### src/pkg/pci_sig_pkg.sv
// shared constants and types of the pci pin signalling layer
package pci_sig_pkg;

	localparam int   AD_W             = 32;   // multiplexed address/data width
	localparam int   REQ_W            = 4;    // request and grant pin count
	localparam int   OWN_REQ          = 0;    // request pin the device drives for itself
	localparam int   CFG_SEL_REQ      = 1;    // request pin that turns into config select
	localparam int   PERR_DELAY_EDGES = 2;    // bus clocks from received data to parity error
	localparam logic PIN_IDLE         = 1'b1; // deasserted level of every active low pin
	localparam logic PIN_ACTIVE       = 1'b0; // asserted level of every active low pin

	// bus role, fixed by the straps at reset
	typedef enum logic [1:0] {
		MODE_HOST_INT,
		MODE_HOST_EXT,
		MODE_SATELLITE
	} bus_mode_e;

	// internal arbiter states
	typedef enum logic [1:0] {
		ARB_IDLE,
		ARB_EXT,
		ARB_OWN
	} arb_state_e;

endpackage : pci_sig_pkg

### src/rtl/pci_bus_signal_layer.sv
// pin signalling of the pci bus: parity, error lines, handshake pins, request/grant/reset roles
//
// Function
// - even parity over all 32 address/data bits
// - master drives parity on address/writes, target on reads
// - receiver flags parity error two clocks after data
// - internal arbiter: all four requests are inputs
// - external arbiter: request zero ours, others high
// - satellite: request one is config select input
// - host drives bus reset; satellite reset warm-resets
// - system error on address/special parity errors
// - target asserts stop to end transaction early
// - target asserts target ready to complete data
// - master asserts initiator ready for data item
// - frame starts transaction, released on last data
// - internal arbiter grants the selected agent
`timescale 1ns/100ps
module pci_bus_signal_layer
	import pci_sig_pkg::*;
(
	input  wire logic            clk,
	input  wire logic            srst,
	// straps
	input  wire logic            hostModeStrap,       // high selects host role
	input  wire logic            intArbiterStrap,     // high selects the on-chip arbiter
	// bus pins
	input  wire logic            busClk,              // bus clock, sampled
	input  wire logic [AD_W-1:0] busAddrDataIn,
	output logic      [AD_W-1:0] busAddrDataOut,
	output logic                 busAddrDataOe,
	input  wire logic            busParityIn,
	output logic                 busParityOut,
	output logic                 busParityOe,
	input  wire logic            parityErrorNIn,
	output logic                 parityErrorNOut,
	output logic                 parityErrorNOe,
	input  wire logic [REQ_W-1:0] busRequestNIn,
	output logic      [REQ_W-1:0] busRequestNOut,
	output logic      [REQ_W-1:0] busRequestNOe,
	input  wire logic [REQ_W-1:0] busGrantNIn,
	output logic      [REQ_W-1:0] busGrantNOut,
	output logic      [REQ_W-1:0] busGrantNOe,
	input  wire logic            busResetNIn,
	output logic                 busResetNOut,
	output logic                 busResetNOe,
	input  wire logic            systemErrorNIn,
	output logic                 systemErrorNOut,
	output logic                 systemErrorNOe,
	input  wire logic            targetStopNIn,
	output logic                 targetStopNOut,
	output logic                 targetStopNOe,
	input  wire logic            targetReadyNIn,
	output logic                 targetReadyNOut,
	output logic                 targetReadyNOe,
	input  wire logic            initiatorReadyNIn,
	output logic                 initiatorReadyNOut,
	output logic                 initiatorReadyNOe,
	input  wire logic            transactionFrameNIn,
	output logic                 transactionFrameNOut,
	output logic                 transactionFrameNOe,
	input  wire logic            exclusiveLockNIn,
	// user side, taken at each bus edge
	input  wire logic [AD_W-1:0] userAdOut,           // word to drive next bus clock
	input  wire logic            userAdDrive,         // device drives address or write/read data
	input  wire logic            userRxData,          // device receives a data phase at this edge
	input  wire logic            userAddrCheck,       // device as target checks this address phase
	input  wire logic            userSpecialCycle,    // received data belongs to a special cycle
	input  wire logic            userSysErr,          // other system error
	input  wire logic            userMasterActive,    // device owns frame and initiator ready
	input  wire logic            userFrameAssert,
	input  wire logic            userIrdyAssert,
	input  wire logic            userTargetActive,    // device owns target ready and stop
	input  wire logic            userTrdyAssert,
	input  wire logic            userStopAssert,
	input  wire logic            userBusReq,          // device wants the bus
	input  wire logic            userBusReset,        // host asks for a bus reset
	// user side status
	output logic                 busEdge,             // pulse after each bus clock rising edge
	output logic      [AD_W-1:0] rxAddrData,          // word sampled at the last edge
	output logic                 parityErrorSeen,     // pulse, parity error driven by the device
	output logic                 systemErrorSeen,     // pulse, system error driven by the device
	output logic                 warmReset,           // pulse, bus reset asserted in satellite role
	output logic                 ownGrant,            // device holds the bus grant
	output logic                 configSelect,        // config chip select, satellite role
	output logic                 lockActive,          // an exclusive operation is running
	output bus_mode_e            busMode              // role captured at reset
);

	localparam int SYNC_W = AD_W + 2 * REQ_W + 12; // all pins that are sampled

	// every flip-flop of the block
	typedef struct packed {
		bus_mode_e        mode;       // role, changes only under reset
		arb_state_e       arb;        // internal arbiter state
		logic [1:0]       holder;     // agent that holds the grant
		logic             clkPrev, rstPrev, edgeOut; // pins one cycle ago, bus edge pulse
		logic [AD_W-1:0]  rxWord, adOut;             // word received, word driven
		logic             adOe, parOut, parOe, perrOut, perrOe, serrOut, serrOe;
		logic             stopOut, stopOe, trdyOut, trdyOe, irdyOut, irdyOe, frameOut, frameOe;
		logic [REQ_W-1:0] reqOut, reqOe, gntOut, gntOe;
		logic             rstOut, rstOe, perrSeen, serrSeen, warm, own, cfgSel, lock; // status
	} top_s;

	top_s st_r;  // registered state
	top_s st_nxt; // next state

	// synchronised pins
	logic [SYNC_W-1:0] syncIn;
	logic [SYNC_W-1:0] syncOut;
	logic              sClk, sPar, sPerr, sRst, sSerr, sStop, sTrdy, sIrdy, sFrame, sLock, sHost, sArb;
	logic [AD_W-1:0]   sAd;
	logic [REQ_W-1:0]  sReq, sGnt;
	logic              edgeNow;   // rising bus clock found this cycle
	logic              perrDue;   // from the checker
	logic              serrDue;   // from the checker
	logic              busIdle;   // frame and initiator ready both high
	logic [1:0]        winner;    // lowest asserted request
	logic              anyReq;    // some external agent requests

	assign syncIn = {busClk, busAddrDataIn, busParityIn, parityErrorNIn, busRequestNIn, busGrantNIn,
		busResetNIn, systemErrorNIn, targetStopNIn, targetReadyNIn, initiatorReadyNIn,
		transactionFrameNIn, exclusiveLockNIn, hostModeStrap, intArbiterStrap};

	// every pin and strap is asynchronous to clk
	pin_sync #(
		.W       (SYNC_W),
		.RST_VAL ({SYNC_W{PIN_IDLE}})
	) pinSyncInst (
		.clk     (clk),
		.srst    (srst),
		.pinIn   (syncIn),
		.pinSync (syncOut)
	);

	assign {sClk, sAd, sPar, sPerr, sReq, sGnt, sRst, sSerr, sStop, sTrdy, sIrdy, sFrame, sLock,
		sHost, sArb} = syncOut;

	assign edgeNow = sClk && !st_r.clkPrev;
	assign busIdle = sFrame && sIrdy;

	// parity of received phases
	parity_check #(
		.DELAY      (PERR_DELAY_EDGES)
	) parityCheckInst (
		.clk        (clk),
		.srst       (srst),
		.busEdge    (edgeNow),
		.rxAddrData (sAd),
		.rxParity   (sPar),
		.capture    (userRxData || userAddrCheck),
		.sysClass   (userAddrCheck || userSpecialCycle),
		.perrDue    (perrDue),
		.serrDue    (serrDue)
	);

	// fixed priority pick; index 0 wins
	always_comb begin
		winner = 2'h0;
		anyReq = 1'b0;
		for (int i = REQ_W - 1; i >= 0; i--) begin
			if (sReq[i] == PIN_ACTIVE) begin
				winner = 2'(i);
				anyReq = 1'b1;
			end
		end
	end

	// next state of all pins and status
	always_comb begin
		st_nxt         = st_r;
		st_nxt.clkPrev = sClk;
		st_nxt.rstPrev = sRst;
		st_nxt.edgeOut = edgeNow;
		st_nxt.warm    = 1'b0;
		st_nxt.perrSeen = 1'b0;
		st_nxt.serrSeen = 1'b0;
		// a falling bus reset in satellite role resets the device, no bus clock needed
		if (st_r.mode == MODE_SATELLITE && st_r.rstPrev && !sRst) begin
			st_nxt.warm = 1'b1;
		end
		if (edgeNow) begin
			st_nxt.rxWord = sAd;
			st_nxt.lock   = (sLock == PIN_ACTIVE);
			// address or data goes out now, its parity one clock later from whoever drove it
			st_nxt.adOut  = userAdOut;
			st_nxt.adOe   = userAdDrive;
			st_nxt.parOut = ^st_r.adOut;
			st_nxt.parOe  = st_r.adOe;
			// parity error: low one clock, then driven high one clock before release
			st_nxt.perrOut  = perrDue ? PIN_ACTIVE : PIN_IDLE;
			st_nxt.perrOe   = perrDue || (st_r.perrOe && st_r.perrOut == PIN_ACTIVE);
			st_nxt.perrSeen = perrDue;
			// system error is open drain, the pull-up returns it high
			st_nxt.serrOut  = (serrDue || userSysErr) ? PIN_ACTIVE : PIN_IDLE;
			st_nxt.serrOe   = serrDue || userSysErr;
			st_nxt.serrSeen = serrDue || userSysErr;
			// shared handshake pins left low by their owner are driven high for one clock after it lets go
			st_nxt.frameOut = (userMasterActive && userFrameAssert) ? PIN_ACTIVE : PIN_IDLE;
			st_nxt.frameOe  = userMasterActive || (st_r.frameOe && st_r.frameOut == PIN_ACTIVE);
			st_nxt.irdyOut  = (userMasterActive && userIrdyAssert) ? PIN_ACTIVE : PIN_IDLE;
			st_nxt.irdyOe   = userMasterActive || (st_r.irdyOe && st_r.irdyOut == PIN_ACTIVE);
			st_nxt.trdyOut  = (userTargetActive && userTrdyAssert) ? PIN_ACTIVE : PIN_IDLE;
			st_nxt.trdyOe   = userTargetActive || (st_r.trdyOe && st_r.trdyOut == PIN_ACTIVE);
			st_nxt.stopOut  = (userTargetActive && userStopAssert) ? PIN_ACTIVE : PIN_IDLE;
			st_nxt.stopOe   = userTargetActive || (st_r.stopOe && st_r.stopOut == PIN_ACTIVE);
			// host holds the bus in reset while asked; satellite only listens
			st_nxt.rstOut = userBusReset ? PIN_ACTIVE : PIN_IDLE;
			st_nxt.rstOe  = (st_r.mode != MODE_SATELLITE);
			// request and grant pin roles follow the captured mode
			unique case (st_r.mode)
				MODE_HOST_INT: begin
					st_nxt.reqOe  = '0;
					st_nxt.reqOut = '1;
					st_nxt.gntOe  = '1;
					st_nxt.cfgSel = 1'b0;
					// one grant at a time, and a turnaround clock with no grant between owners
					unique case (st_r.arb)
						ARB_IDLE: begin
							if (busIdle && userBusReq) begin
								st_nxt.own = 1'b1;
								st_nxt.arb = ARB_OWN;
							end else if (busIdle && anyReq) begin
								st_nxt.gntOut         = '1;
								st_nxt.gntOut[winner] = PIN_ACTIVE;
								st_nxt.holder         = winner;
								st_nxt.arb            = ARB_EXT;
							end
						end
						ARB_EXT: begin
							// the agent keeps the grant until it drops its request
							if (sReq[st_r.holder] == PIN_IDLE) begin
								st_nxt.gntOut = '1;
								st_nxt.arb    = ARB_IDLE;
							end
						end
						ARB_OWN: begin
							if (!userBusReq) begin
								st_nxt.own = 1'b0;
								st_nxt.arb = ARB_IDLE;
							end
						end
						default: begin
							st_nxt.arb = ARB_IDLE;
						end
					endcase
				end
				MODE_HOST_EXT: begin
					st_nxt.reqOut          = '1;
					st_nxt.reqOut[OWN_REQ] = userBusReq ? PIN_ACTIVE : PIN_IDLE;
					st_nxt.reqOe           = '1;
					st_nxt.gntOut          = '1;
					st_nxt.gntOe           = '1;
					st_nxt.gntOe[OWN_REQ]  = 1'b0;
					st_nxt.own             = (sGnt[OWN_REQ] == PIN_ACTIVE);
					st_nxt.cfgSel          = 1'b0;
				end
				MODE_SATELLITE: begin
					st_nxt.reqOut              = '1;
					st_nxt.reqOut[OWN_REQ]     = userBusReq ? PIN_ACTIVE : PIN_IDLE;
					st_nxt.reqOe               = '1;
					st_nxt.reqOe[CFG_SEL_REQ]  = 1'b0;
					st_nxt.gntOut              = '1;
					st_nxt.gntOe               = '1;
					st_nxt.gntOe[OWN_REQ]      = 1'b0;
					st_nxt.own                 = (sGnt[OWN_REQ] == PIN_ACTIVE);
					st_nxt.cfgSel              = sReq[CFG_SEL_REQ];
				end
				default: begin
					st_nxt.mode = MODE_SATELLITE;
				end
			endcase
		end
		// reset: straps are caught here and nowhere else, so the role stays put on a live bus
		if (srst) begin
			st_nxt          = '0;
			st_nxt.mode     = sHost ? (sArb ? MODE_HOST_INT : MODE_HOST_EXT) : MODE_SATELLITE;
			st_nxt.arb      = ARB_IDLE;
			{st_nxt.clkPrev, st_nxt.rstPrev, st_nxt.perrOut, st_nxt.serrOut, st_nxt.stopOut} = '1;
			{st_nxt.trdyOut, st_nxt.irdyOut, st_nxt.frameOut, st_nxt.reqOut, st_nxt.gntOut}  = '1;
			st_nxt.rstOut   = PIN_ACTIVE; // host holds the bus in reset with the device
			st_nxt.rstOe    = sHost;
		end
	end

	// register the state
	always_ff @(posedge clk) begin
		st_r <= st_nxt;
	end

	// all outputs straight from the state
	assign {busAddrDataOut, busAddrDataOe, busParityOut} = {st_r.adOut, st_r.adOe, st_r.parOut};
	assign {busParityOe, parityErrorNOut, parityErrorNOe} = {st_r.parOe, st_r.perrOut, st_r.perrOe};
	assign {busRequestNOut, busRequestNOe, busGrantNOut} = {st_r.reqOut, st_r.reqOe, st_r.gntOut};
	assign {busGrantNOe, busResetNOut, busResetNOe} = {st_r.gntOe, st_r.rstOut, st_r.rstOe};
	assign {systemErrorNOut, systemErrorNOe, targetStopNOut} = {st_r.serrOut, st_r.serrOe, st_r.stopOut};
	assign {targetStopNOe, targetReadyNOut, targetReadyNOe} = {st_r.stopOe, st_r.trdyOut, st_r.trdyOe};
	assign {initiatorReadyNOut, initiatorReadyNOe, rxAddrData} = {st_r.irdyOut, st_r.irdyOe, st_r.rxWord};
	assign {transactionFrameNOut, transactionFrameNOe, busEdge} = {st_r.frameOut, st_r.frameOe, st_r.edgeOut};
	assign {parityErrorSeen, systemErrorSeen, warmReset} = {st_r.perrSeen, st_r.serrSeen, st_r.warm};
	assign {ownGrant, configSelect, lockActive} = {st_r.own, st_r.cfgSel, st_r.lock};
	assign busMode = st_r.mode;

endmodule : pci_bus_signal_layer

### src/rtl/pin_sync.sv
// two flip-flop synchroniser for a group of pins
`timescale 1ns/100ps
module pin_sync #(
	parameter int         W       = 1,       // number of pins
	parameter logic [W-1:0] RST_VAL = '1     // value meant for reset, unused since the stages have no reset
) (
	input  wire logic         clk,
	input  wire logic         srst,
	input  wire logic [W-1:0] pinIn,
	output logic      [W-1:0] pinSync
);

	// both stages in one word; stage1 is read only by stage2
	typedef struct packed {
		logic [W-1:0] stage1; // metastability catcher
		logic [W-1:0] stage2; // safe to use
	} sync_s;

	sync_s st_r;  // registered state
	sync_s st_nxt; // next state

	initial begin
		if (W < 1) $error("pin_sync needs at least one pin");
	end

	// shift the pins through two stages; no reset, so straps are settled when the role is caught
	always_comb begin
		st_nxt        = st_r;
		st_nxt.stage1 = pinIn;
		st_nxt.stage2 = st_r.stage1;
	end

	// register the state
	always_ff @(posedge clk) begin
		st_r <= st_nxt;
	end

	assign pinSync = st_r.stage2;

endmodule : pin_sync

### src/rtl/parity_check.sv
// even parity checker for received address and data phases
`timescale 1ns/100ps
module parity_check
	import pci_sig_pkg::*;
#(
	parameter int DELAY = PERR_DELAY_EDGES // bus clocks from data to error report
) (
	input  wire logic            clk,
	input  wire logic            srst,
	input  wire logic            busEdge,    // one pulse per bus clock rising edge
	input  wire logic [AD_W-1:0] rxAddrData, // sampled bus word
	input  wire logic            rxParity,   // sampled parity pin
	input  wire logic            capture,    // this edge holds a phase the device receives
	input  wire logic            sysClass,   // phase errors go to system error, not parity error
	output logic                 perrDue,    // drive parity error after this edge
	output logic                 serrDue     // drive system error after this edge
);

	// one phase in flight; parity of a phase arrives one edge after its data
	typedef struct packed {
		logic [AD_W-1:0] word;     // held data of the pending phase
		logic            isSys;    // pending phase reports on system error
		logic [1:0]      countdown; // edges until the parity pin is due
	} chk_s;

	chk_s st_r;  // registered state
	chk_s st_nxt; // next state
	logic mismatch; // even parity broken for the pending phase

	initial begin
		if (DELAY != 2) $error("parity_check only serves a two clock report delay");
	end

	// parity is sampled at the edge after the data, the error drives in the clock after that
	assign mismatch = (st_r.countdown == 2'(DELAY - 1)) && ((^st_r.word) != rxParity);
	assign perrDue  = busEdge && mismatch && !st_r.isSys;
	assign serrDue  = busEdge && mismatch && st_r.isSys;

	// capture a new phase, otherwise count down
	always_comb begin
		st_nxt = st_r;
		if (busEdge) begin
			if (capture) begin
				// a back to back phase overwrites only after the old one was compared
				st_nxt.word      = rxAddrData;
				st_nxt.isSys     = sysClass;
				st_nxt.countdown = 2'(DELAY - 1);
			end else if (st_r.countdown != 2'h0) begin
				st_nxt.countdown = st_r.countdown - 2'h1;
			end
		end
		if (srst) begin
			st_nxt = '0;
		end
	end

	// register the state
	always_ff @(posedge clk) begin
		st_r <= st_nxt;
	end

endmodule : parity_check

### config.mk
export PLATFORM = sky130hd
export DESIGN_NAME = pci_bus_signal_layer
export DESIGN_NICKNAME = d
export VERILOG_FILES = /design/src/pkg/pci_sig_pkg.sv /design/src/rtl/pci_bus_signal_layer.sv /design/src/rtl/pin_sync.sv /design/src/rtl/parity_check.sv
export SDC_FILE = /design/constraint.sdc
export NUM_CORES = 1
export LEC_CHECK = 0
export ABC_AREA = 1
export CELL_PAD_IN_SITES_DETAIL_PLACEMENT = 0
export CELL_PAD_IN_SITES_GLOBAL_PLACEMENT = 1
export CORE_MARGIN = 2
export CORE_UTILIZATION = 50
export DETAILED_ROUTE_END_ITERATION = 10
export DONT_BUFFER_PORTS = 1
export GPL_ROUTABILITY_DRIVEN = 1
export PLACE_DENSITY = 0.9
export SYNTH_ARGS = -nofsm -noshare
export SYNTH_HDL_FRONTEND = slang
export SYNTH_HIERARCHICAL = 1
export SYNTH_SLANG_ARGS = --single-unit
### constraint.sdc
create_clock -name clk -period 3.25 [get_ports clk]
set_input_delay 0.1625 -clock clk [delete_from_list [all_inputs] [get_ports clk]]
set_output_delay 0.1625 -clock clk [all_outputs]
set_load 0.01 [all_outputs]
After elaboration in Yosys (flattened, before gate mapping)
Index checks and enable logic that the tools add are counted.
{ "totals": {"rom_bits": 0, "latchBits": 0, "register_bits": 251, "ramBits": 0, "out_inout_bits": 106, "n_memories": 0, "elab_cells": 168} }
{ "op_classes": {"n_div": 0, "n_bitwise": 10, "n_mul": 0, "muxes": 47, "n_reduce_logical": 49, "add_sub_neg": 1, "n_shift": 0, "order_cmp": 3, "n_eq_ne": 18} }
{ "op_table": {"columns": ["operator", "count"], "rows": [
  ["2-to-1 mux 112 bit", 1],
  ["2-to-1 mux 99 bit", 1],
  ["parity 32 bit", 2],
  ["case mux 16 bit (3 select lines)", 1],
  ["2-to-1 mux 2 bit", 13],
  ["logical AND 1 bit", 20],
  ["2-to-1 mux 4 bit", 5],
  ["2-to-1 mux 1 bit", 18],
  ["!= test 3 bit (second input constant)", 6],
  ["AND reduction 5 bit", 3],
  ["case mux 2 bit (3 select lines)", 2],
  ["NOT 1 bit", 9],
  ["logical OR 1 bit", 8],
  ["case mux 4 bit (2 select lines)", 1],
  ["AND reduction 2 bit", 4],
  ["equality test 2 x 1 -> 1 bit (second input constant)", 3],
  ["< comparator 2 x 3 -> 1 bit (second input constant)", 2],
  ["2-to-1 mux 6 bit", 1],
  ["!= test 2 bit (second input constant)", 3],
  ["!= test 3 x 1 -> 1 bit (second input constant)", 2],
  ["AND reduction 6 bit", 1],
  ["nonzero test 2 bit", 3],
  ["equality test 2 bit (second input constant)", 2],
  ["zero test 2 bit", 2],
  ["13 further kinds", 15]
]} }

Depth between registers and ports, before layout
{ "depth": {"word_depth": 15, "depth_mapped": 17} }

Hierarchy
Netlist, hierarchy kept.
{ "by_module_without_submodules": {"columns": ["module", "cells_per_inst", "seq_area_each_um2", "instances", "area_each_um2"], "rows": [
  ["pci_bus_signal_layer", 659, 2132.0, 1, 5036.1],
  ["parity_check", 376, 700.7, 1, 2182.1],
  ["pin_sync", 104, 2082.0, 1, 2082.0]
]} }

Least setup slack after synthesis
No wires, ideal clock.
{ "synth_path": {"path_type": "flip-flop to flip-flop", "from": "register pinSyncInst.st_r (netlist bit pinSyncInst/pinSync[51])", "to": "register parityCheckInst/st_r[17] in the netlist's numbering", "arrival_time_ns": 1.453, "setup_ns": 0.137, "n_path_buf": 3, "path_stages_with_launch": 9, "slack_ns": 1.660, "path_cell_list": "dfxtp_1 -> inv_1 -> or2_0 -> buf_6 -> inv_2 -> nand2_1 -> clkbuf_1 -> buf_1 -> a211oi_1"} }
{ "synth_via": {"elab_chain_len": 2} }
{ "synth_lines": {"columns": ["item", "line", "source"], "rows": [
  ["start, declared", "pin_sync.sv:19", "sync_s st_r;"],
  ["start signal, assigned", "pin_sync.sv:35", "st_r <= st_nxt;"],
  ["logical AND 1 bit", "pci_bus_signal_layer.sv:138", "assign edgeNow = sClk && !st_r.clkPrev;"],
  ["net edgeNow", "pci_bus_signal_layer.sv:113", "logic edgeNow;"],
  ["AND reduction 2 bit (no source line)", null, null],
  ["end signal, assigned", "parity_check.sv:59", "st_r <= st_nxt;"],
  ["end, declared", "parity_check.sv:26", "chk_s st_r;"]
]} }
The timed path passes the listed nets, and every way through them passes these cells.
A chain may end at the register's enable or synchronous reset.

Worst setup path in the final report
{ "layout_path": {"from": "register pinSyncInst.st_r (netlist bit pinSyncInst/pinSync[51])", "to": "register st_r (netlist bit transactionFrameNOut)"} }
{ "layout_via": {"elab_chain_len": 1} }
{ "layout_lines": {"columns": ["item", "line", "source"], "rows": [
  ["logical AND 1 bit", "pci_bus_signal_layer.sv:138", null],
  ["net edgeNow", "pci_bus_signal_layer.sv:113", null],
  ["end signal, assigned", "pci_bus_signal_layer.sv:287", "st_r <= st_nxt;"],
  ["end, declared", "pci_bus_signal_layer.sv:104", "top_s st_r;"]
]} }
The timed path passes the listed nets, and every way through them passes these cells.

==> impl_metrics.tcl <==
set metrics [dict create \
    reg2reg_depth 6 \
    grt_pass1_vias 6349 \
    antenna_left 0 \
    grt_usage_pct 19.02 \
    fin_nets 1248 \
    r2r_end "transactionFrameNOut" \
    crit_required_ns 3.64 \
    cts_sinks 230 \
    drc 0 \
    cts_buffer_depth 3 \
    ff_latch_area_um2 4634 \
    layout-drive-gt1-share_pct 5.867 \
    timing_worst_setup_path_type "flop to flop" \
    ctsHtreeMaxLevel 1 \
    totalWireLength_mm 18.81 \
    r2r-start "pinSyncInst/pinSync[51]" \
    grt_max_degree 55 \
    powerDensity_nw_per_um2 612.3 \
    die_area_um2 19130 \
    pin_count 205 \
    io_buffers 0 \
    skew_ns 0.01893 \
    grt_overflow 0 \
    netlist_area_um2 9020 \
    cts_inserted_buffers 24 \
    post-route-period-util_pct 74.66 \
    place_hpwl_mm 12.09 \
    syn-instance-count 1125 \
    firstDrtPassIters 5 \
    gp_congestion 0.8051 \
    yosysWarnings 6 \
    setup_violations 0 \
    antenna_found_initial 0 \
    timing.fmax_ghz 0.4121 \
    first_iter_violations 308 \
    cts_root_buffer "clkbuf_16" \
    finalPower_uw 6368 \
    cts_tree "done" \
    hold_class "primary input to flop" \
    num_rows 49 \
    max-cap-violations 0 \
    status "finished, final reports clean" \
    tightest_slew_ns 0.6786 \
    die-width_um 138.3 \
    maxSlewViolCount 0 \
    min_path_cells 2 \
    end_kind "flop" \
    fin_tns_setup_ns 0 \
    core_area_um2 17840 \
    wl_per_cell_um 13.55 \
    routed_via_density 4.886 \
    syn_area_per_cell_um2 8.018 \
    slew_headroom_pct 54.66 \
    start_util_pct 50.56 \
    hold_viol 0 \
    syn_to_final_growth_pct 15.30 \
    cp_max_fo 21 \
    clk_pin_slew_ns 0.06 \
    power_leakage_uw 0.004704 \
    clk_latency_ns 0.51 \
    min_period_ns 2.426 \
    via_count 6782 \
    insertedDiodeCount 0 \
    multi_input_area_um2 3219 \
    rrSetupSlack_ns 0.82 \
    hold-path-endpoint "st_r[105]" \
    hp-start "srst" \
    start_kind "flop" \
    nFillCells 1528 \
    crit_arrival_ns 2.82 \
    rsz0062_at_grt "no" \
    grt_first_pass_wirelength_mm 30.68 \
    peakVddDrop_mv 0.4829 \
    die_h_um 138.3 \
]
-- how the worst max path moves through the flow --
stage,depth (start not counted),start,slack [ns],to
after detailed placement,6,pinSyncInst/pinSync[51],0.98,busAddrDataOut[17]
after global placement,6,pinSyncInst/pinSync[51],1.03,rxAddrData[10]
after floorplan,8,pinSyncInst/pinSync[51],1.66,parityCheckInst/st_r[17]
after CTS,6,pinSyncInst/pinSync[51],0.83,initiatorReadyNOut
after global routing,6,pinSyncInst/pinSync[51],0.62,transactionFrameNOut
final,6,pinSyncInst/pinSync[51],0.82,transactionFrameNOut
-- worst max-delay path: stages (launching register included) --
cell and delay, ns:
dfxtp_1 0.30, inv_1 0.05, or2_0 0.41, inv_2 0.21
nor2_4 0.53, a22oi_1 0.19, dlygate4sd3_1 0.60
-- cells in the final DEF (no fill, tap or decap), drive strengths merged, types with 6 or more instances in the layout --
cell and count:
a211oi 34, a22o 40, a21oi 17, dfxtp 227, nand2 403, dlygate4sd3 97
nor2 69, ha 6, inv 109, nand3 30, o21ai 40, clkbuf 31
xnor2 6, xor2 6
-- stage by stage --
stage	std cells	setup slack, ns	util [%]	instance area, µm²	hold slack, ns
2_1_floorplan	1127	1.660	-	9027	0.1902
4_1_cts	1388	0.8285	58.29	10400	0.06114
5_1_grt	1388	0.6191	58.29	10400	0.09032
3_3_place_gp	1248	1.030	48.16	8592	0.1903
3_5_place_dp	1248	0.9835	48.16	8592	0.1902
6_report	1388	0.8236	58.29	10400	0.07347
-- sequential cells by signal, indices dropped and copies added, names as in the netlist, 2 cells and up --
register and flops:
busAddrDataOut 32, busRequestNOe 2, busGrantNOe 2, busGrantNOut 4, st_r 6, pinSyncInst/st_nxt 45
parityCheckInst/st_r 35, rxAddrData 32, pinSyncInst/pinSync 45, busMode 2
-- layer usage --
| layer | vias to the layer above | global-route usage (%) | wire, µm |
|---|---|---|---|
| met4 | 0 | 6.069 | 480 |
| met5 | - | 0 | 0 |
| met3 | 35 | 4.780 | 1266 |
| met2 | 202 | 32.93 | 8843 |
| met1 | 3039 | 23.29 | 8218 |
| li1 | 3506 | - | - |
-- cell type report --
cell class / instances / area share [%]
clock buffers: 31 / 6.412
well taps: 229 / 2.755
clock inverters: 11 / 1.444
flip-flops and latches: 230 / 44.56
inverters: 109 / 3.934
repair buffers: 102 / 9.937
multi-input cells: 676 / 30.96
-- repair_timing --
| action | in CTS | in global routing |
|---|---|---|
| endpoints found under the hold margin | 146 | 0 |
| hold buffers | 98 | 0 |
| setup buffers | 0 | 0 |
| resized for setup | 0 | 0 |
-- power by group --
| group | internal [µW] | total (µW) | switching [µW] |
|---|---|---|---|
| logic | 231 | 541 | 311 |
| registers | 2950 | 3050 | 101 |
| clock network | 1690 | 2770 | 1090 |
Power figures use the tool's default switching activity.
